**src/tivf_pkg.sv**
```systemverilog
// Constants, field layout and types shared by the temperature input formatter
package tivf_pkg;

	// ----------------------------------------------------------------
	// Sizes
	// ----------------------------------------------------------------
	localparam int NUM_CH = 8;
	localparam int CH_W   = 3;
	localparam int ADDR_W = 8;
	localparam int DATA_W = 16;
	localparam int CFG_W  = 8;
	localparam int MEAS_W = 18;
	localparam int ST_W   = 5;

	// ----------------------------------------------------------------
	// Register offsets (word addresses)
	// ----------------------------------------------------------------
	localparam logic [ADDR_W-1:0] ADDR_CFG_BASE  = 8'h00;
	localparam logic [ADDR_W-1:0] ADDR_DATA_BASE = 8'h08;
	localparam logic [ADDR_W-1:0] ADDR_STATUS    = 8'h10;
	localparam logic [ADDR_W-1:0] ADDR_CLEAR     = 8'h11;
	localparam logic [ADDR_W-1:0] ADDR_IRQ_EN    = 8'h12;
	localparam logic [ADDR_W-1:0] ADDR_READY     = 8'h13;

	// ----------------------------------------------------------------
	// Channel configuration fields and reset values
	// ----------------------------------------------------------------
	localparam int CFG_EN_BIT       = 0;
	localparam int CFG_RTD_BIT      = 1;
	localparam int CFG_TEMP_BIT     = 2;
	localparam int CFG_WIRE_LSB     = 3;
	localparam int CFG_OPEN_DET_BIT = 5;
	localparam int CFG_OVF_ALM_BIT  = 6;
	localparam int CFG_WB_ALM_BIT   = 7;
	localparam logic [CFG_W-1:0] CFG_RESET = 8'h00;

	// ----------------------------------------------------------------
	// Status / interrupt bits
	// ----------------------------------------------------------------
	localparam int ST_OVF_BIT   = 0;
	localparam int ST_UDF_BIT   = 1;
	localparam int ST_WB_BIT    = 2;
	localparam int ST_LOWV_BIT  = 3;
	localparam int ST_CALD_BIT  = 4;
	localparam logic [ST_W-1:0] ST_RESET = 5'h00;

	// ----------------------------------------------------------------
	// Data word codes and scaling
	// ----------------------------------------------------------------
	localparam logic [DATA_W-1:0] CODE_MARKER    = 16'h7fff;
	localparam logic [DATA_W-1:0] CODE_UNDERFLOW = 16'h8000;
	localparam int FULL_SCALE  = 27648;
	localparam int FS_SHIFT    = 14;
	localparam int TEMP_SCALE  = 10;
	localparam int TEMP_FRAC   = 4;
	localparam int OVF_LIMIT   = 32511;
	localparam int UDF_LIMIT   = -32512;

	// ----------------------------------------------------------------
	// Timing
	// ----------------------------------------------------------------
	localparam int CLK_PERIOD_NS = 10;
	localparam int CAL_TIME_US   = 1000;
	localparam int CAL_CYCLES    = CAL_TIME_US * 1000 / CLK_PERIOD_NS;
	localparam int FLASH_HALF_MS = 250;
	localparam int FLASH_CYCLES  = FLASH_HALF_MS * 1000000 / CLK_PERIOD_NS;
	localparam int CNT_W         = 27;

	// ----------------------------------------------------------------
	// Types
	// ----------------------------------------------------------------
	typedef enum logic [1:0] {
		WIRE_NONE  = 2'b00,
		WIRE_TWO   = 2'b01,
		WIRE_THREE = 2'b10,
		WIRE_FOUR  = 2'b11
	} tivf_wire_type;

	typedef enum logic {
		CAL_RUN  = 1'b0,
		CAL_DONE = 1'b1
	} tivf_cal_type;

endpackage : tivf_pkg

```
**src/tivf_word_mem.sv**
```systemverilog
// Channel data word store with registered read data
module tivf_word_mem
	import tivf_pkg::*;
(
	// Clock
	input  wire logic              clk,
	// Write port
	input  wire logic              wr_en,
	input  wire logic [CH_W-1:0]   wr_addr,
	input  wire logic [DATA_W-1:0] wr_data,
	// Read port
	input  wire logic              rd_en,
	input  wire logic [CH_W-1:0]   rd_addr,
	output logic      [DATA_W-1:0] rd_data
);

	logic [DATA_W-1:0] mem_r [NUM_CH];

	always_ff @(posedge clk)
	begin
		if (wr_en)
			mem_r[wr_addr] <= wr_data;
	end

	always_ff @(posedge clk)
	begin
		if (rd_en)
			rd_data <= mem_r[rd_addr];
	end

endmodule : tivf_word_mem

```
**src/tivf_scaler.sv**
```systemverilog
// Converts one raw measurement into a saturated signed data word
module tivf_scaler
	import tivf_pkg::*;
(
	// Clock and reset
	input  wire logic                     clk,
	input  wire logic                     rst_b,
	// Raw measurement in
	input  wire logic                     in_valid,
	input  wire logic [CH_W-1:0]          in_chan,
	input  wire logic signed [MEAS_W-1:0] in_meas,
	input  wire logic signed [MEAS_W-1:0] in_lead,
	input  wire logic                     in_rtd,
	input  wire logic                     in_temp,
	input  wire logic [1:0]               in_wires,
	// Formatted result out
	output logic                          out_valid,
	output logic [CH_W-1:0]               out_chan,
	output logic [DATA_W-1:0]             out_data,
	output logic                          out_ovf,
	output logic                          out_udf
);

	logic signed [MEAS_W:0] corr;
	logic signed [35:0]     val;
	logic                   res_range;

	always_comb
	begin
		// Three-wire RTD subtracts the lead drop; all other settings use meas
		if (tivf_wire_type'(in_wires) == WIRE_THREE && in_rtd)
			corr = (MEAS_W+1)'(in_meas) - (MEAS_W+1)'(in_lead);
		else
			corr = (MEAS_W+1)'(in_meas);
		if (in_temp)
			val = (36'(corr) * 36'(TEMP_SCALE)) >>> TEMP_FRAC;
		else
			val = (36'(corr) * 36'(FULL_SCALE)) >>> FS_SHIFT;
	end

	assign res_range = in_rtd && !in_temp;

	always_ff @(posedge clk or negedge rst_b)
	begin
		if (!rst_b)
		begin
			out_valid <= 1'b0;
			out_chan  <= '0;
			out_data  <= '0;
			out_ovf   <= 1'b0;
			out_udf   <= 1'b0;
		end
		else
		begin
			out_valid <= in_valid;
			out_chan  <= in_chan;
			out_ovf   <= 1'b0;
			out_udf   <= 1'b0;
			if (val > 36'(OVF_LIMIT))
			begin
				out_data <= CODE_MARKER;
				out_ovf  <= 1'b1;
			end
			else if (val < 36'(UDF_LIMIT))
			begin
				// Resistance ranges clamp silently, never underflow
				if (res_range)
					out_data <= DATA_W'(UDF_LIMIT);
				else
				begin
					out_data <= CODE_UNDERFLOW;
					out_udf  <= 1'b1;
				end
			end
			else
				out_data <= val[DATA_W-1:0];
		end
	end

endmodule : tivf_scaler

```
**src/tivf_formatter.sv**
```systemverilog
// Temperature input channel group: formatting, markers and diagnostics
//
// Implementation choices: the strobed register port and the address map.
module tivf_formatter
	import tivf_pkg::*;
#(
	parameter int CAL_CYCLES_P   = CAL_CYCLES,
	parameter int FLASH_CYCLES_P = FLASH_CYCLES,
	parameter bit MULTI_CH       = 1'b1
)
(
	// Clock and reset
	input  wire logic                     clk,
	input  wire logic                     rst_b,
	// Register port
	input  wire logic [tivf_pkg::ADDR_W-1:0] reg_addr,
	input  wire logic [tivf_pkg::DATA_W-1:0] reg_wdata,
	input  wire logic                     reg_wr,
	input  wire logic                     reg_rd,
	output logic      [tivf_pkg::DATA_W-1:0] reg_rdata,
	// Conversion results from the converter sequencer
	input  wire logic                     conv_valid,
	input  wire logic [tivf_pkg::CH_W-1:0] conv_chan,
	input  wire logic signed [tivf_pkg::MEAS_W-1:0] conv_meas,
	input  wire logic signed [tivf_pkg::MEAS_W-1:0] conv_lead,
	input  wire logic                     conv_no_sensor,
	input  wire logic                     conv_open_wire,
	// Supply monitor
	input  wire logic                     supply_low,
	// Indicators and interrupt
	output logic      [tivf_pkg::NUM_CH-1:0] fault_led,
	output logic                          irq
);

	// ----------------------------------------------------------------
	// Address decoding
	// ----------------------------------------------------------------
	function automatic logic in_bank(input logic [ADDR_W-1:0] a,
		input logic [ADDR_W-1:0] base);
		in_bank = (a[ADDR_W-1:CH_W] == base[ADDR_W-1:CH_W]);
	endfunction : in_bank

	logic [CFG_W-1:0]  cfg_r [NUM_CH];
	logic [ST_W-1:0]   status_r;
	logic [ST_W-1:0]   irq_en_r;
	logic [NUM_CH-1:0] ready_r;
	logic [NUM_CH-1:0] no_sensor_r;
	logic              rd_mem_r;
	logic              rd_ready_r;
	logic [DATA_W-1:0] rd_reg_r;
	logic [DATA_W-1:0] mem_q;
	logic [CH_W-1:0]   idx;

	assign idx = reg_addr[CH_W-1:0];

	// ----------------------------------------------------------------
	// Channel configuration registers
	// ----------------------------------------------------------------
	always_ff @(posedge clk or negedge rst_b)
	begin
		if (!rst_b)
		begin
			for (int i = 0; i < NUM_CH; i++)
				cfg_r[i] <= CFG_RESET;
		end
		else if (reg_wr && in_bank(reg_addr, ADDR_CFG_BASE))
			cfg_r[idx] <= reg_wdata[CFG_W-1:0];
	end

	// ----------------------------------------------------------------
	// Power-up calibration
	// ----------------------------------------------------------------
	tivf_cal_type       cal_state_r;
	tivf_cal_type       cal_state_nxt;
	logic [CNT_W-1:0]   cal_cnt_r;
	logic               cal_end;

	assign cal_end = (cal_cnt_r == CNT_W'(CAL_CYCLES_P - 1));

	always_comb
	begin
		case (cal_state_r)
			CAL_RUN:  cal_state_nxt = cal_end ? CAL_DONE : CAL_RUN;
			CAL_DONE: cal_state_nxt = CAL_DONE;
			default:  cal_state_nxt = CAL_RUN;
		endcase
	end

	always_ff @(posedge clk or negedge rst_b)
	begin
		if (!rst_b)
		begin
			cal_state_r <= CAL_RUN;
			cal_cnt_r   <= '0;
		end
		else
		begin
			cal_state_r <= cal_state_nxt;
			if (cal_state_r == CAL_RUN)
				cal_cnt_r <= cal_cnt_r + CNT_W'(1);
		end
	end

	// ----------------------------------------------------------------
	// Conversion path
	// ----------------------------------------------------------------
	logic [CFG_W-1:0]  conv_cfg;
	logic              conv_take;
	logic              sc_valid;
	logic [CH_W-1:0]   sc_chan;
	logic [DATA_W-1:0] sc_data;
	logic              sc_ovf;
	logic              sc_udf;
	logic              sc_nosens_r;
	logic              sc_open_r;
	logic              wr_en;
	logic [DATA_W-1:0] wr_data;

	assign conv_cfg  = cfg_r[conv_chan];
	// Results during calibration are discarded
	assign conv_take = conv_valid && conv_cfg[CFG_EN_BIT]
		&& (cal_state_r == CAL_DONE);

	tivf_scaler u_scaler (
		.clk       (clk),
		.rst_b     (rst_b),
		.in_valid  (conv_take),
		.in_chan   (conv_chan),
		.in_meas   (conv_meas),
		.in_lead   (conv_lead),
		.in_rtd    (conv_cfg[CFG_RTD_BIT]),
		.in_temp   (conv_cfg[CFG_TEMP_BIT]),
		.in_wires  (conv_cfg[CFG_WIRE_LSB +: 2]),
		.out_valid (sc_valid),
		.out_chan  (sc_chan),
		.out_data  (sc_data),
		.out_ovf   (sc_ovf),
		.out_udf   (sc_udf)
	);

	always_ff @(posedge clk or negedge rst_b)
	begin
		if (!rst_b)
		begin
			sc_nosens_r <= 1'b0;
			sc_open_r   <= 1'b0;
		end
		else
		begin
			sc_nosens_r <= conv_no_sensor;
			sc_open_r   <= conv_open_wire;
		end
	end

	// Marker substitution ahead of the store
	always_comb
	begin
		wr_en   = sc_valid;
		wr_data = sc_data;
		if (sc_nosens_r)
			wr_data = CODE_MARKER;
		else if (MULTI_CH && supply_low)
			wr_data = CODE_MARKER;
	end

	tivf_word_mem u_mem (
		.clk     (clk),
		.wr_en   (wr_en),
		.wr_addr (sc_chan),
		.wr_data (wr_data),
		.rd_en   (reg_rd),
		.rd_addr (idx),
		.rd_data (mem_q)
	);

	// Per-channel data availability and sensor presence
	always_ff @(posedge clk or negedge rst_b)
	begin
		if (!rst_b)
		begin
			ready_r     <= '0;
			no_sensor_r <= '0;
		end
		else if (wr_en)
		begin
			ready_r[sc_chan]     <= 1'b1;
			no_sensor_r[sc_chan] <= sc_nosens_r;
		end
	end

	// ----------------------------------------------------------------
	// Fault indicators
	// ----------------------------------------------------------------
	logic [CNT_W-1:0] flash_cnt_r;
	logic             flash_r;

	always_ff @(posedge clk or negedge rst_b)
	begin
		if (!rst_b)
		begin
			flash_cnt_r <= '0;
			flash_r     <= 1'b0;
		end
		else if (flash_cnt_r == CNT_W'(FLASH_CYCLES_P - 1))
		begin
			flash_cnt_r <= '0;
			flash_r     <= ~flash_r;
		end
		else
			flash_cnt_r <= flash_cnt_r + CNT_W'(1);
	end

	genvar g;
	generate
		for (g = 0; g < NUM_CH; g++)
		begin : g_led
			always_ff @(posedge clk or negedge rst_b)
			begin
				if (!rst_b)
					fault_led[g] <= 1'b0;
				else
					fault_led[g] <= flash_r && no_sensor_r[g]
						&& cfg_r[g][CFG_EN_BIT]
						&& cfg_r[g][CFG_OPEN_DET_BIT];
			end
		end
	endgenerate

	// ----------------------------------------------------------------
	// Diagnostic status and interrupt
	// ----------------------------------------------------------------
	logic [CFG_W-1:0] sc_cfg;
	logic [ST_W-1:0]  st_set;
	logic [ST_W-1:0]  st_clr;

	assign sc_cfg = cfg_r[sc_chan];

	always_comb
	begin
		st_set = '0;
		st_set[ST_OVF_BIT]  = sc_valid && sc_ovf && sc_cfg[CFG_OVF_ALM_BIT];
		st_set[ST_UDF_BIT]  = sc_valid && sc_udf && sc_cfg[CFG_OVF_ALM_BIT];
		st_set[ST_WB_BIT]   = sc_valid && sc_open_r
			&& sc_cfg[CFG_WB_ALM_BIT];
		st_set[ST_LOWV_BIT] = MULTI_CH && supply_low;
		st_set[ST_CALD_BIT] = (cal_state_r == CAL_RUN) && cal_end;
		st_clr = (reg_wr && reg_addr == ADDR_CLEAR) ?
			reg_wdata[ST_W-1:0] : '0;
	end

	always_ff @(posedge clk or negedge rst_b)
	begin
		if (!rst_b)
			status_r <= ST_RESET;
		else
			status_r <= (status_r & ~st_clr) | st_set;
	end

	always_ff @(posedge clk or negedge rst_b)
	begin
		if (!rst_b)
			irq_en_r <= ST_RESET;
		else if (reg_wr && reg_addr == ADDR_IRQ_EN)
			irq_en_r <= reg_wdata[ST_W-1:0];
	end

	assign irq = |(status_r & irq_en_r);

	// ----------------------------------------------------------------
	// Register read path
	// ----------------------------------------------------------------
	always_ff @(posedge clk or negedge rst_b)
	begin
		if (!rst_b)
		begin
			rd_mem_r   <= 1'b0;
			rd_ready_r <= 1'b0;
			rd_reg_r   <= '0;
		end
		else if (reg_rd)
		begin
			rd_mem_r   <= in_bank(reg_addr, ADDR_DATA_BASE);
			rd_ready_r <= ready_r[idx];
			rd_reg_r   <= '0;
			if (in_bank(reg_addr, ADDR_CFG_BASE))
				rd_reg_r <= DATA_W'(cfg_r[idx]);
			else if (reg_addr == ADDR_STATUS)
				rd_reg_r <= DATA_W'(status_r);
			else if (reg_addr == ADDR_IRQ_EN)
				rd_reg_r <= DATA_W'(irq_en_r);
			else if (reg_addr == ADDR_READY)
				rd_reg_r <= DATA_W'(ready_r);
		end
	end

	// Channels without a valid result read the marker
	assign reg_rdata = !rd_mem_r ? rd_reg_r :
		(rd_ready_r ? mem_q : CODE_MARKER);

endmodule : tivf_formatter

```
**config.mk**
```make
export PLATFORM = sky130hd
export DESIGN_NAME = tivf_formatter
export DESIGN_NICKNAME = d
export VERILOG_FILES = /design/src/tivf_pkg.sv /design/src/tivf_word_mem.sv /design/src/tivf_scaler.sv /design/src/tivf_formatter.sv
export SDC_FILE = /design/constraint.sdc
export NUM_CORES = 1
export LEC_CHECK = 0
export ABC_AREA = 1
export BUFFER_PORTS_ARGS = -buffer_cell sky130_fd_sc_hd__buf_4
export CORE_MARGIN = 4
export CORE_UTILIZATION = 30
export DETAILED_ROUTE_END_ITERATION = 8
export SLEW_MARGIN = 5
export SYNTH_ARGS = -nofsm -noshare
export SYNTH_HDL_FRONTEND = slang
export SYNTH_SLANG_ARGS = --single-unit
export TNS_END_PERCENT = 1
```
**constraint.sdc**
```tcl
create_clock -name clk -period 6 [get_ports clk]
set_input_delay 0 -clock clk [delete_from_list [all_inputs] [get_ports clk]]
set_output_delay 0 -clock clk [all_outputs]
set_load 0.03 [all_outputs]
```
==> qor.yml <==
sta:
  fin_crit_ps: 5490
  hold_violations: 0
  finClkSkew_ps: 20.5
  holdWs_ps: 107
  period_share_pct: 91.6
  setup_viol: 0
  timing.fmax_mhz: 182
  drv_slew: 0
  slew_headroom_pct: 28.4
  rsz0062_at_grt: "no"
  finalSetupTns_ps: 0
  worst_slew_pin_slew_ps: 1070
detailed_routing:
  via_per_inst: 4.94
  num_vias: 15800
  post-route-drc-count: 0
  drt_wl_total_um: 52200
  detail-route-antenna-nets: 0
  wl_per_cell_um: 16.3
  drtPass1Iterations: 5
  drt-initial-drc-count: 1348
logic_synthesis:
  synth_compound_area_share_pct: 13.2
  ys_warn_count: 0
  synthCells: 2221
  synth_top_family_by_area: "simple AND/OR/NAND/NOR gates"
  synth_seq_area_share_pct: 46.8
  synth_top_flop_cell: "dfrtp_1"
  synth_seq_cells: 332
  synthAdderAreaFrac_pct: 9.25
  yosys.area_share.simple_pct: 20.1
  syn_nets: 2419
  avgSynthCellArea_um2: 8.69
  synth.mux.area_fraction_pct: 0
  synth.distinct_cells: 59
  synth_edf_count: 144
  synth_area_um2: 19300
  ys_async_sr_fraction_pct: 56.6
  synth-xor-area-share_pct: 3.31
placement:
  post-place-cells: 3122
  portBuffers: 87
  gp_congestion: 0.893
  place_area_um2: 21000
  dp_hpwl_um: 37500
clock_network:
  clock_sinks: 332
  clockRootBuffer: "clkbuf_16"
  clkSlewWorstSetupHoldPaths_ps: 60
  ctsHtreeMaxLevel: 2
  cts_tree: "built"
  cts_buffers: 34
  worstSkewPairLatency_ps: 530
  cts_max_path_buffers: 3
global_route:
  grt_use_total_pct: 15.0
  overflow: 0
  grt_pass1_vias: 15300
  grt_pass1_wl_um: 83300
  grt_antenna_before_repair: 1
  grt_max_degree: 134
final_layout:
  final_cells: 3205
  final_area_um2: 22400
  nNetsFinal: 2532
  n_fill_cell: 6470
  drive_gt1_share_pct: 9.20
  area_growth_pct: 15.9
  fin_util_pct: 35.3
  n_antenna_cell: 0
critical_path:
  slowest_stage: "dlygate4sd3_1"
  rr_endpoint: "u_scaler.out_data[4]"
  critPathMaxFanout: 27
  r2r_cells: 30
  cp_common_cell: "nand2_1"
  slowest_delay_ps: 560
  reg2reg_from: "cfg_r[51]"
  cp.arrival_ps: 5960
  cp-end-kind: "register"
  critPathRequiredTime_ps: 6470
  critical_path_class: "input pin to register"
  critPathLaunch: "conv_chan[0]"
  cp-start-kind: "input pin"
  ff2ff_setup_slack_ps: 510
pwr:
  irDropWorstVdd_mv: 0.171
  p_leak_nw: 9.89
  cellPowerDensity_nw_per_um2: 317
floorplan:
  die_x_um: 262
  initial_utilization_pct: 30.4
  coreArea_um2: 63400
  die_area_um2: 68500
  num_io_pins: 96
  die_y_um: 262
  rows: 92
hold_path:
  hold_depth: 5
  hp-start: "reg_addr[7]"
  min_to: "status_r[1]"
  min-delay-path-class: "input pin to register"
flow_run:
  cap_violations: 0
run_status:
  status: "finished clean"
-- power breakdown --
part	switching (mW)	leakage [nW]	total (mW)	internal, mW
registers	0.0604	3.72	2.55	2.49
logic	1.47	5.57	2.29	0.817
clock network	0.889	0.589	2.26	1.37
-- sequential cells by signal, indices dropped and copies added, names as in the netlist, 3 cells and up --
name               count
irq_en_r               5
u_mem.mem_r          128
ready_r                8
flash_cnt_r           27
cfg_r                 64
rd_reg_r               8
u_scaler.out_chan      3
status_r               5
u_scaler.out_data     16
cal_cnt_r             27
u_mem.rd_data         16
fault_led              8
no_sensor_r            8
-- synth_stat cells, types with 9 or more instances --
cell type	count	area [um2]
nor3_1	23	115
nand3_1	116	581
nor4_1	9	56.3
o211ai_1	11	82.6
nand4_1	37	231
a32oi_1	13	114
or2_2	16	100
xnor2_1	25	219
clkbuf_1	43	161
inv_1	306	1150
edfxtp_1	144	4320
o2111ai_1	15	131
a21oi_1	93	465
nor2_1	193	724
a221oi_1	15	131
fa_1	26	521
o21ai_0	205	1030
nand2_1	452	1700
a22oi_1	29	218
dfrtp_1	188	4700
xor2_1	48	420
ha_1	101	1260
-- worst max-delay path by stage --
stage	endpoint	slack, ps	depth (start not counted)
floorplan	u_scaler.out_data[10]	950	35
global placement	u_scaler.out_data[4]	240	37
detailed placement	u_scaler.out_data[4]	210	36
CTS	u_scaler.out_data[4]	350	33
global route	u_scaler.out_data[4]	10	36
finish	u_scaler.out_data[4]	510	33
-- routing by layer --
metal / vias to the layer above / track usage [%] / wire length [um]
met2: 528 / 25.0 / 24100
met3: 64 / 1.43 / 3100
met1: 7539 / 21.1 / 23900
met5: - / 0 / 0
li1: 7687 / - / -
met4: 0 / 3.81 / 994
-- per-stage QoR --
stage	setup WS (ps)	total power, mW
final	505	7.09
after global routing	11.5	7.58
after detailed placement	209	4.84
after floorplan	948	4.22
after global placement	236	4.82
after CTS	351	7.12
-- cell families (layout without fill, tap and decap cells) --
kind of cell | after synthesis | count (layout)
xor gates and xnor gates | 73 | 73
AOI/OAI and AO/OA | 431 | 431
adders and majority gates | 127 | 127
DFF | 332 | 332
and+or+nand+nor | 888 | 888
buffers and inverters | 370 | 508
-- area by class of cell --
type	count	area (um2)	share of cell area [%]
clock buffer	44	938	4.19
multi-input combinational	1519	8860	39.6
timing repair buffer	131	1040	4.67
inverter	316	1190	5.31
sequential	332	9030	40.4
clock inverter	17	253	1.13
tap	846	1060	4.73
-- worst max-delay path, delay by kind of cell --
kind | cells | cell delay [ps]
AOI/OAI and AO/OA | 5 | 890
adders and majority gates | 4 | 1780
buffers and inverters | 6 | 1270
and+or+nand+nor | 18 | 2010
-- cells in the final DEF (no fill, tap or decap), drive strengths merged, types with 25 or more instances in the layout --
| cell type | instances |
|---|---|
| nor2 | 199 |
| nand2 | 460 |
| fa | 26 |
| nand4 | 37 |
| edfxtp | 144 |
| o21ai | 210 |
| a21oi | 94 |
| nor3 | 25 |
| dfrtp | 188 |
| clkbuf | 45 |
| buf | 108 |
| xor2 | 48 |
| nand3 | 126 |
| a22oi | 29 |
| ha | 101 |
| inv | 315 |
| xnor2 | 25 |
-- repair_timing --
action	CTS	global route
resized for setup	0	4
buffers inserted	0	0
hold endpoints to repair	245	0
endpoints found under the setup margin	0	16
hold buffers	22	0
Power figures use the tool's default switching activity.
